### config.mk
export PLATFORM = sky130hd
export DESIGN_NAME = counter_array_mode_control
export DESIGN_NICKNAME = d
export VERILOG_FILES = /design/src/rtl/cam_pkg.sv /design/src/rtl/main_counter_unit.sv /design/src/rtl/mode_channel.sv /design/src/rtl/counter_array_mode_control.sv
export VERILOG_INCLUDE_DIRS = /design/src /design/src/rtl
export SDC_FILE = /design/constraint.sdc
export NUM_CORES = 1
export LEC_CHECK = 0
export ABC_AREA = 1
export BUFFER_PORTS_ARGS = -buffer_cell sky130_fd_sc_hd__buf_2
export CORE_ASPECT_RATIO = 1.5
export CORE_MARGIN = 10
export CORE_UTILIZATION = 40
export DETAILED_ROUTE_END_ITERATION = 8
export GPL_TIMING_DRIVEN = 0
export HOLD_SLACK_MARGIN = 0.03
export PLACE_DENSITY = 0.54
export SLEW_MARGIN = 10
export SYNTH_ARGS = -nofsm -noshare
export SYNTH_HDL_FRONTEND = slang
export SYNTH_SLANG_ARGS = --single-unit
### constraint.sdc
create_clock -name ref_clk -period 2.8 [get_ports ref_clk]
set_input_delay 0.42 -clock ref_clk [delete_from_list [all_inputs] [get_ports ref_clk]]
set_output_delay 0.42 -clock ref_clk [all_outputs]
set_load 0.02 [all_outputs]
### src/rtl/cam_defines.svh
// Purpose: Addresses, bit positions, reset values and masks of the
//          counter array mode control block.
// Assumes: Byte-wide special-function register bus.
// Notes:   Definitions only.
`ifndef CAM_DEFINES_SVH
`define CAM_DEFINES_SVH

// Register addresses.
`define CAM_ADDR_WAVE_CONFIG   8'hdf
`define CAM_ADDR_MODE0         8'hda
`define CAM_ADDR_MODE1         8'hdb
`define CAM_ADDR_MODE2         8'hdc
`define CAM_ADDR_MODE3         8'hdd
`define CAM_ADDR_MODE4         8'hde
`define CAM_ADDR_MODE5         8'hce
`define CAM_ADDR_VALUE_LOW0    8'hfb
`define CAM_ADDR_VALUE_LOW1    8'he9
`define CAM_ADDR_VALUE_LOW2    8'heb
`define CAM_ADDR_VALUE_LOW3    8'hed
`define CAM_ADDR_VALUE_LOW4    8'hfd
`define CAM_ADDR_VALUE_LOW5    8'hd2
`define CAM_ADDR_VALUE_HIGH0   8'hfc
`define CAM_ADDR_VALUE_HIGH1   8'hea
`define CAM_ADDR_VALUE_HIGH2   8'hec
`define CAM_ADDR_VALUE_HIGH3   8'hee
`define CAM_ADDR_VALUE_HIGH4   8'hfe
`define CAM_ADDR_VALUE_HIGH5   8'hd3

// Wave configuration field positions.
`define CAM_WAVE_RELOAD_BIT    7
`define CAM_WAVE_OVF_IRQ_BIT   6
`define CAM_WAVE_OVF_FLAG_BIT  5
`define CAM_WAVE_CLS_MSB       1
`define CAM_WAVE_CLS_LSB       0
`define CAM_WAVE_UNUSED        3'h0

// Reset values.
`define CAM_WAVE_RESET         8'h00
`define CAM_MODE_RESET         8'h00

// Cycle masks for 8, 9, 10, 11 and 16 bit cycles.
`define CAM_MASK_8             16'h00ff
`define CAM_MASK_9             16'h01ff
`define CAM_MASK_10            16'h03ff
`define CAM_MASK_11            16'h07ff
`define CAM_MASK_16            16'hffff
`define CAM_ZERO16             16'h0000

`endif

### src/rtl/cam_pkg.sv
// Purpose: Types and shared functions of the counter array mode control.
// Assumes: cam_defines.svh holds every number.
// Notes:   Imported by no file; used as cam_pkg::name.
`include "cam_defines.svh"

package cam_pkg;

    typedef struct packed {
        logic wide_pulse_select;
        logic comparator_enable;
        logic rising_capture_enable;
        logic falling_capture_enable;
        logic match_enable;
        logic toggle_enable;
        logic pulse_width_enable;
        logic compare_flag_irq_enable;
    } module_mode_t;

    typedef struct packed {
        logic               reload_select;
        logic               cycle_overflow_irq_enable;
        logic               cycle_overflow_flag;
        logic [1:0]         cycle_length_select;
        module_mode_t [5:0] mode;
        logic [5:0][15:0]   compare_value;
        logic [5:0][15:0]   reload_value;
        logic [5:0]         compare_flag;
        logic [5:0]         pin_level;
        logic [5:0]         pin_oe;
        logic [5:0]         pin_prev;
        logic [7:0]         read_data;
        logic               irq;
    } cam_state_t;

    typedef struct packed {
        logic [15:0] count;
        logic        moved;
    } counter_state_t;

    // Mask of the counter bits that make up one cycle.
    function automatic logic [15:0] cycle_mask(input logic       wide,
                                               input logic [1:0] cls);
        if (wide) begin
            return `CAM_MASK_16;
        end
        unique case (cls)
            2'h0: return `CAM_MASK_8;
            2'h1: return `CAM_MASK_9;
            2'h2: return `CAM_MASK_10;
            2'h3: return `CAM_MASK_11;
        endcase
    endfunction

    // True when the masked counter bits have just rolled over to zero.
    function automatic logic cycle_wrapped(input logic [15:0] count,
                                           input logic [15:0] mask);
        return (count & mask) == `CAM_ZERO16;
    endfunction

endpackage

### src/rtl/main_counter_unit.sv
// Purpose: Free main counter advanced by an external timebase tick.
// Assumes: count_tick is a one-cycle pulse synchronous to ref_clk.
// Notes:   moved marks the cycle in which count shows a new value.
`timescale 1ns/10ps

module main_counter_unit (
    // Clock and reset
    input  wire logic        ref_clk,
    input  wire logic        sys_rst,
    input  wire logic        clk_en,
    // Timebase
    input  wire logic        count_tick,
    // Counter
    output logic [15:0]      main_counter,
    output logic             counter_moved
);

    cam_pkg::counter_state_t s;
    cam_pkg::counter_state_t next_s;

    always_comb begin
        next_s       = s;
        next_s.moved = count_tick;
        if (count_tick) begin
            next_s.count = s.count + 16'h0001;
        end
    end

    always_ff @(posedge ref_clk) begin
        if (sys_rst) begin
            s <= '0;
        end else if (clk_en) begin
            s <= next_s;
        end
    end

    assign main_counter  = s.count;
    assign counter_moved = s.moved;

endmodule

### src/rtl/mode_channel.sv
// Purpose: Per-module mode decode: capture, compare, toggle, frequency
//          and pulse-width behaviour of one capture/compare module.
// Assumes: Counter value and pin are sampled in the same cycle.
// Notes:   Purely combinational; the parent holds all state.
`timescale 1ns/10ps

module mode_channel (
    // Configuration
    input  wire cam_pkg::module_mode_t mode,
    input  wire logic [1:0]            cycle_length_select,
    input  wire logic                  disabled,
    // Values
    input  wire logic [15:0]           compare_value,
    input  wire logic [15:0]           reload_value,
    input  wire logic [15:0]           main_counter,
    input  wire logic                  counter_moved,
    // Pin
    input  wire logic                  pin_now,
    input  wire logic                  pin_prev,
    input  wire logic                  level_now,
    // Results
    output logic                       flag_set,
    output logic                       value_load,
    output logic [15:0]                value_next,
    output logic                       level_next,
    output logic                       drive
);

    logic        wide;
    logic        freq;
    logic        pwm;
    logic [15:0] mask;
    logic        match;
    logic        wrap;
    logic        capture;

    always_comb begin
        wide = mode.pulse_width_enable & mode.wide_pulse_select;
        freq = mode.toggle_enable & mode.pulse_width_enable;
        pwm  = mode.pulse_width_enable & ~freq;
        // Shared length unless the module runs 16-bit cycles.
        mask = cam_pkg::cycle_mask(wide, cycle_length_select);
        wrap = pwm & counter_moved
             & cam_pkg::cycle_wrapped(main_counter, mask);
        if (freq) begin
            match = main_counter[7:0] == compare_value[7:0];
        end else if (pwm) begin
            match = ((main_counter ^ compare_value) & mask) == `CAM_ZERO16;
        end else begin
            match = main_counter == compare_value;
        end
        match   = match & mode.comparator_enable & counter_moved;
        capture = (mode.rising_capture_enable & ~pin_prev & pin_now)
                | (mode.falling_capture_enable & pin_prev & ~pin_now);
        flag_set   = capture | (match & mode.match_enable);
        value_load = 1'b0;
        value_next = compare_value;
        level_next = level_now;
        if (capture) begin
            value_load = 1'b1;
            value_next = main_counter;
        end else if (freq && match) begin
            value_load = 1'b1;
            value_next = {compare_value[15:8],
                          compare_value[7:0] + compare_value[15:8]};
        end else if (wrap && !wide) begin
            value_load = 1'b1;
            // Only the 9 to 11 bit cycles take the reload value.
            if (cycle_length_select == 2'h0) begin
                value_next = {compare_value[15:8], compare_value[15:8]};
            end else begin
                value_next = reload_value;
            end
        end
        if (mode.toggle_enable && match) begin
            level_next = ~level_now;
        end else if (pwm && match) begin
            level_next = 1'b1;
        end else if (wrap) begin
            level_next = 1'b0;
        end
        drive = mode.toggle_enable | mode.pulse_width_enable;
        if (disabled) begin
            flag_set   = 1'b0;
            value_load = 1'b0;
            level_next = 1'b0;
            drive      = 1'b0;
        end
    end

endmodule

### src/rtl/counter_array_mode_control.sv
// Purpose: Wave and mode registers of a six-module counter array.
// Assumes: Byte-wide register bus, pins synchronous to ref_clk.
// Notes:   Read data appears one cycle after the read strobe.
`timescale 1ns/10ps
`include "cam_defines.svh"

// Operation
// - Reload select picks reload or compare bank.
// - Reload value used only in 9 to 11-bit cycles.
// - Overflow flag interrupts only when enabled.
// - Overflow flag sets on cycle rollover.
// - Overflow flag set by both; software clears.
// - Length codes 00 to 11 give 8 to 11 bits.
// - Shared length for non-16-bit pulse modules.
// - Wave bits 4 to 2 read zero.
// - Wide select gives 16-bit pulse cycles.
// - Comparator enable allows matches.
// - Rising capture on rising pin edge.
// - Falling capture on falling pin edge.
// - Match enable sets flag on match.
// - Toggle inverts pin on each match.
// - Toggle plus pulse gives frequency output.
// - Pulse-width enable drives a pulse wave.
// - Flag interrupt enable gates the flag.
// - Watchdog locks module 5 mode register.
// - Watchdog takes module 5.
// - Value low write clears comparator enable.
module counter_array_mode_control (
    // Clock and reset
    input  wire logic        ref_clk,
    input  wire logic        sys_rst,
    input  wire logic        clk_en,
    // Register bus
    input  wire logic [7:0]  sfr_addr,
    input  wire logic        sfr_wr,
    input  wire logic        sfr_rd,
    input  wire logic [7:0]  sfr_wdata,
    output logic [7:0]       sfr_rdata,
    // Counter array control
    input  wire logic        watchdog_enable,
    input  wire logic        count_tick,
    input  wire logic [5:0]  compare_flag_clear,
    // Module pins
    input  wire logic [5:0]  module_io_pin_in,
    output logic [5:0]       module_io_pin_out,
    output logic [5:0]       module_io_pin_oe,
    // Status
    output logic [5:0]       compare_flag,
    output logic             irq
);

    cam_pkg::cam_state_t s;
    cam_pkg::cam_state_t next_s;

    logic [15:0] main_counter;
    logic        counter_moved;
    logic [5:0]  flag_set;
    logic [5:0]  value_load;
    logic [5:0]  level_next;
    logic [5:0]  drive;
    logic [15:0] value_next [6];

    // One-hot address decode; byte i of the table belongs to module i.
    function automatic logic [5:0] hit(input logic [7:0]  a,
                                       input logic [47:0] tbl);
        for (int i = 0; i < 6; i++) begin
            hit[i] = a == tbl[8*i +: 8];
        end
    endfunction

    main_counter_unit u_counter (
        .ref_clk       (ref_clk),
        .sys_rst       (sys_rst),
        .clk_en        (clk_en),
        .count_tick    (count_tick),
        .main_counter  (main_counter),
        .counter_moved (counter_moved)
    );

    for (genvar g = 0; g < 6; g++) begin : g_module
        mode_channel u_channel (
            .mode                (s.mode[g]),
            .cycle_length_select (s.cycle_length_select),
            .disabled            ((g == 5) ? watchdog_enable : 1'b0),
            .compare_value       (s.compare_value[g]),
            .reload_value        (s.reload_value[g]),
            .main_counter        (main_counter),
            .counter_moved       (counter_moved),
            .pin_now             (module_io_pin_in[g]),
            .pin_prev            (s.pin_prev[g]),
            .level_now           (s.pin_level[g]),
            .flag_set            (flag_set[g]),
            .value_load          (value_load[g]),
            .value_next          (value_next[g]),
            .level_next          (level_next[g]),
            .drive               (drive[g])
        );
    end

    always_comb begin
        logic [5:0]  m_hit;
        logic [5:0]  l_hit;
        logic [5:0]  h_hit;
        logic [5:0]  locked;
        logic [7:0]  rd;
        logic [15:0] ovf_mask;
        m_hit    = hit(sfr_addr, {`CAM_ADDR_MODE5, `CAM_ADDR_MODE4,
                                  `CAM_ADDR_MODE3, `CAM_ADDR_MODE2,
                                  `CAM_ADDR_MODE1, `CAM_ADDR_MODE0});
        l_hit    = hit(sfr_addr, {`CAM_ADDR_VALUE_LOW5, `CAM_ADDR_VALUE_LOW4,
                                  `CAM_ADDR_VALUE_LOW3, `CAM_ADDR_VALUE_LOW2,
                                  `CAM_ADDR_VALUE_LOW1, `CAM_ADDR_VALUE_LOW0});
        h_hit    = hit(sfr_addr, {`CAM_ADDR_VALUE_HIGH5, `CAM_ADDR_VALUE_HIGH4,
                                  `CAM_ADDR_VALUE_HIGH3, `CAM_ADDR_VALUE_HIGH2,
                                  `CAM_ADDR_VALUE_HIGH1, `CAM_ADDR_VALUE_HIGH0});
        locked   = {watchdog_enable, 5'h00};
        rd       = 8'h00;
        ovf_mask = cam_pkg::cycle_mask(1'b0, s.cycle_length_select);
        next_s   = s;

        // Software writes come first so that hardware events win below.
        if (sfr_wr && sfr_addr == `CAM_ADDR_WAVE_CONFIG) begin
            next_s.reload_select = sfr_wdata[`CAM_WAVE_RELOAD_BIT];
            next_s.cycle_overflow_irq_enable =
                sfr_wdata[`CAM_WAVE_OVF_IRQ_BIT];
            next_s.cycle_overflow_flag =
                sfr_wdata[`CAM_WAVE_OVF_FLAG_BIT];
            next_s.cycle_length_select =
                sfr_wdata[`CAM_WAVE_CLS_MSB:`CAM_WAVE_CLS_LSB];
        end
        for (int i = 0; i < 6; i++) begin
            if (sfr_wr && m_hit[i] && !locked[i]) begin
                next_s.mode[i] = sfr_wdata;
            end
            if (sfr_wr && l_hit[i]) begin
                if (s.reload_select) begin
                    next_s.reload_value[i][7:0] = sfr_wdata;
                end else begin
                    next_s.compare_value[i][7:0] = sfr_wdata;
                end
                // The locked watchdog module keeps its mode untouched.
                if (!locked[i]) begin
                    next_s.mode[i].comparator_enable = 1'b0;
                end
            end
            if (sfr_wr && h_hit[i]) begin
                if (s.reload_select) begin
                    next_s.reload_value[i][15:8] = sfr_wdata;
                end else begin
                    next_s.compare_value[i][15:8] = sfr_wdata;
                end
            end
            if (value_load[i]) begin
                next_s.compare_value[i] = value_next[i];
            end
            if (sfr_rd && m_hit[i]) begin
                rd = s.mode[i];
            end
            if (sfr_rd && l_hit[i]) begin
                rd = s.reload_select ? s.reload_value[i][7:0]
                                     : s.compare_value[i][7:0];
            end
            if (sfr_rd && h_hit[i]) begin
                rd = s.reload_select ? s.reload_value[i][15:8]
                                     : s.compare_value[i][15:8];
            end
        end

        // A flag set by hardware in the clearing cycle stays set.
        next_s.compare_flag = (s.compare_flag & ~compare_flag_clear)
                            | flag_set;
        next_s.pin_level    = level_next;
        next_s.pin_oe       = drive;
        next_s.pin_prev     = module_io_pin_in;

        if (counter_moved && cam_pkg::cycle_wrapped(main_counter, ovf_mask))
        begin
            next_s.cycle_overflow_flag = 1'b1;
        end

        if (sfr_rd && sfr_addr == `CAM_ADDR_WAVE_CONFIG) begin
            rd = {s.reload_select, s.cycle_overflow_irq_enable,
                  s.cycle_overflow_flag, `CAM_WAVE_UNUSED,
                  s.cycle_length_select};
        end
        // Unmapped reads return zero; read data holds between reads.
        if (sfr_rd) begin
            next_s.read_data = rd;
        end

        next_s.irq = next_s.cycle_overflow_flag
                   & next_s.cycle_overflow_irq_enable;
        for (int i = 0; i < 6; i++) begin
            if (next_s.compare_flag[i]
                && next_s.mode[i].compare_flag_irq_enable) begin
                next_s.irq = 1'b1;
            end
        end
    end

    always_ff @(posedge ref_clk) begin
        if (sys_rst) begin
            s <= '0;
        end else if (clk_en) begin
            s <= next_s;
        end
    end

    assign sfr_rdata         = s.read_data;
    assign module_io_pin_out = s.pin_level;
    assign module_io_pin_oe  = s.pin_oe;
    assign compare_flag      = s.compare_flag;
    assign irq               = s.irq;

endmodule

==> impl.org <==
** Run status
- The flow ran to the end, but the final reports show violations.
- The final reports fail on negative setup slack.

** Floorplan
- During I/O placement, the number of pins put on the boundary was 62.
- Vertical die dimension :: 300.5 um
- Area enclosed by the die boundary :: 62210 um2
- For this configuration, the core starts out at a cell density of 40.50%.
- Number of cell rows :: just over 100
- Width of the die :: 207.0 um
- Area of the placeable core :: 51810 um2

** Pwr
- Switching power :: 3.483 mW
- The clock network is responsible for 44.5% of the overall power.
- Net switching is a little under a third of the power.
- Internal power of the cells :: 7.723 mW
- Power density normalized to cell area :: 431.3 nW/um2
- Reported leakage power :: 11.23 nW
- Per report_power, the sequential group accounts for 39.3% of the total.
- Combinational logic burns 16.2% of the power.
- IR drop worst, VDD :: around 0.49 mV

** Final layout
- From synthesis to final layout, the design area changed by 23.82%.
- The post-route netlist has between 10% and 20% of its cells at a drive strength greater than 1.
- Final cell area excluding filler cells :: 25980 um2
- Total area of multi-input combinational cells :: 14000 um2
- Fillcell total :: between 5000 and 6000
- Area occupied by registers :: 5946 um2
- Nets :: about 3700
- Once layout is complete, the utilization of the core stands at 50.15%.

** Logic synthesis
- Summed over its instances, the top area cell type makes up 28.14% of the synthesized netlist area.
- Sequential cells were found to cover 28.14% of the synthesized design area.
- Most repeated cell in the gate-level netlist after synthesis :: nand2_1
- Commonest register cell after synthesis :: dfxtp_1
- By count the netlist is led by nand2_1 (840), nor2_1 (378), o21ai_0 (353), a21oi_1 (338), dfxtp_1 (295).
- Synthesis handed over a netlist of 3374 instances.
- Counting flops with a built-in enable in the synthesized netlist gives 0.
- A synthesized cell averages 6.220 um2.
- Area contributors post-synth :: dfxtp_1 (28%), nand2_1 (15%), o21ai_0 (8.4%), a21oi_1 (8.1%), nor2_1 (6.8%)
- Synthesized flop and latch total :: 295
- Synth cell types :: 67
- Syn_nets :: 3459
- Yosys synthesis warning count :: 0
- The mapped netlist covers 20990 um2.
- Of all cell types, the one taking the most synthesized area is dfxtp_1.
- Async set-or-reset flop fraction in the synthesized netlist :: 0%

** Placed design
- In this run the tool buffered the top-level ports with 54 buffer cells.
- The HPWL after detailed placement is 94550 um.
- Placed Instance Area :: 22110 um2
- GPL Wtd Cong :: 1.091

** Job
- Max-cap violations in this run came to 0.

** Timing
- Timing-limited maximum frequency :: around 330 MHz
- Between clock sinks in the finished design, the worst skew comes to 28.25 ps.
- Relative slew margins :: 4.832%
- Hold violation count in the final report :: 0
- Setup violations remaining at the end of the flow were counted as 79.
- Share of the cycle needed by the critical path after routing :: 106.7%
- Counting I/O delays and the setup requirement, the final critical path takes 2987 ps.
- At the pin with the least slew margin, the transition time is 1428 ps.
- Post-route worst setup slack :: -186.9 ps
- The number of pins exceeding their max-slew limit in the final report is 0.
- RSZ-0062 raised after global routing :: yes

** Setup path
- WP data arrival :: between 3000 and 4000 ps
- In this run the critical register-to-register path is captured at s[175].
- Critical path start-end classification :: reg -> reg
- Crit path top cell by count :: buf_6
- For this design, the slowest cell found on the critical path is dfxtp_4.
- CP max FO :: 5
- The worst register-to-register path begins at u_counter.main_counter[12].
- Delay of the slowest cell on the worst path :: 410 ps
- Measured in cells, the most critical reg-to-reg path has a length of 17.
- Critical Path RT :: 3260 ps
- The worst setup path is launched from a flip-flop.
- Startpoint of the most critical setup path :: u_counter.main_counter[12]
- Following the worst setup path forward leads to its endpoint at s[175].
- The worst setup path is captured at a flip-flop.
- Traced cell by cell, the critical path runs through buf_6 -> buf_6 -> xor2_1 -> nor2_1 -> nand3b_1 -> nor4_2 -> nor2_1 -> nor3_2 -> nand3_2 -> buf_6 -> nand4_1 -> nand3_2 -> nor2_4 -> buf_6 -> nand2_1 -> nand2_1 -> nor2_1.
- In this run the register-to-register setup slack is -190 ps.

** Drt
- Mean number of vias per cell :: 6.213
- After detailed routing, the average wire length per cell comes to between 30 and 40 um.
- Total detailed-routing wirelength :: 130500 um
- Iter 0 DRT Violations :: 3352
- DRC errors left :: 0
- The first TritonRoute pass finished after 9 iterations.
- Detailed routing inserted a total of 26511 vias.
- Remaining antenna violation count :: 0

** Global routing
- Vias in the first global route :: 25012
- Entering global routing, the biggest net connects 14 pins.
- Global routing used 39.60% of the available tracks.
- The first global-routing pass estimated approximately 180000 um of wire.
- Grt ovf :: 0
- The number of antenna violations at the first check in global routing came to 2.

** CTS
- H-Tree Depth :: 2
- CTS root buf :: clkbuf_16
- Clock net sink count :: 295
- Clock tree from TritonCTS :: built
- Max clock buf depth :: 3
- Clock edge transition at the registers on the reported setup and hold paths :: 60 ps
- The number of hold buffers added after CTS was 0.
- Clock latency of the later-clocked register in the worst-skew pair :: 590 ps
- The number of clock buffers added by TritonCTS is 34.

** Hold path
- The worst hold path begins at module_io_pin_in[5].
- The tightest min-delay check is of the in -> reg type.
[state kept, by name, summed over array words and instances (netlist names)]
name                     count
s                          251
module_io_pin_out            6
compare_flag                 6
sfr_rdata                    8
u_counter.main_counter      16
irq                          1
u_counter.counter_moved      1
module_io_pin_oe             6
[routing by layer]
| layer | global-route usage (%) | vias up | share of wire, % |
|---|---|---|---|
| met1 | 43.51 | 12483 | 35 |
| li1 | - | 11586 | - |
| met4 | 37.17 | 2 | 11 |
| met3 | 9.806 | 611 | 11 |
| met5 | 0 | - | 0.041 |
| met2 | 62.00 | 1829 | 43 |
[logic make-up (layout without fill, tap and decap cells)]
family,after synthesis,in the layout,synth area share (%)
compound gates,853,853,22.35
xor+xnor,92,92,3.840
fa+ha+maj,50,50,3.196
buf+inv,530,744,10.67
flops,295,295,28.14
mux,4,4,0.1968
other cells,0,2,0
simple gates,1550,1551,31.60
[power by group through the flow]
stage | clock (mW) | sequential [mW] | combinational [mW]
CTS | 4.95 | 4.39 | 1.57
finish | 4.99 | 4.40 | 1.82
detailed placement | 0 | 4.49 | 1.44
global route | 5.09 | 4.40 | 1.90
floorplan | 0 | 4.43 | 0.875
global placement | 0 | 4.49 | 1.43
[how the worst min path moves through the flow]
stage,end,slack (ps),cells after the start
floorplan,s[97],440,2
global placement,s[275],450,2
detailed placement,s[275],460,2
CTS,s[14],120,3
global route,s[10],160,3
finish,s[14],140,3
[critical path: cells and delay by family, from the launching register on]
family | cells | cell delay (ps)
xor gates and xnor gates | 1 | 130
DFF | 1 | 410
and+or+nand+nor | 12 | 1700
buffers and inverters | 4 | 580
[stage by stage]
step | TNS [ps] | setup WS [ps] | power [mW] | std cells | hold WS (ps)
after floorplan | 0 | 342.3 | 5.306 | 3374 | 439.0
after global placement | -208710 | -1420 | 5.922 | 4104 | 454.9
after detailed placement | -207640 | -1415 | 5.934 | 4104 | 458.9
after CTS | -361.0 | -87.51 | 10.92 | 4214 | 121.6
after global routing | -13080 | -295.5 | 11.39 | 4265 | 159.1
final | -5934 | -186.9 | 11.21 | 4267 | 138.3
[layout by cell type, fill, tap and decap left out, types with 13 or more instances in the layout]
master / instances
buf_6: 42
o21ai_1: 14
clkbuf_1: 90
nand3_2: 24
nor4_1: 14
xor2_1: 56
buf_2: 73
o21ai_0: 339
a21oi_1: 329
nor3_1: 20
xnor2_1: 35
ha_1: 44
clkbuf_4: 13
nand3_1: 106
clkbuf_2: 20
nand2_2: 50
buf_12: 16
clkbuf_16: 39
buf_4: 101
nor2_2: 34
nand2_1: 783
inv_1: 274
o211ai_1: 87
dfxtp_1: 279
nor2_4: 31
nand4_1: 71
nand3_4: 22
nor2_1: 320
[area by class of cell]
class | count | share of cell area (%)
well taps | 676 | 3.255
diodes | 2 | 0.01926
multi-input cells | 2550 | 53.87
clock buffers | 49 | 3.929
clock inverters | 9 | 0.5827
repair buffers | 158 | 5.066
plain buffers | 211 | 5.282
flip-flops and latches | 295 | 22.88
inverters | 317 | 5.109
[repair_timing]
action,CTS,global route
setup buffers,49,47
setup endpoints to repair,229,127
cloned,3,8
pin swaps,31,104
resized for setup,231,336
(Power assumes the default switching activity.)
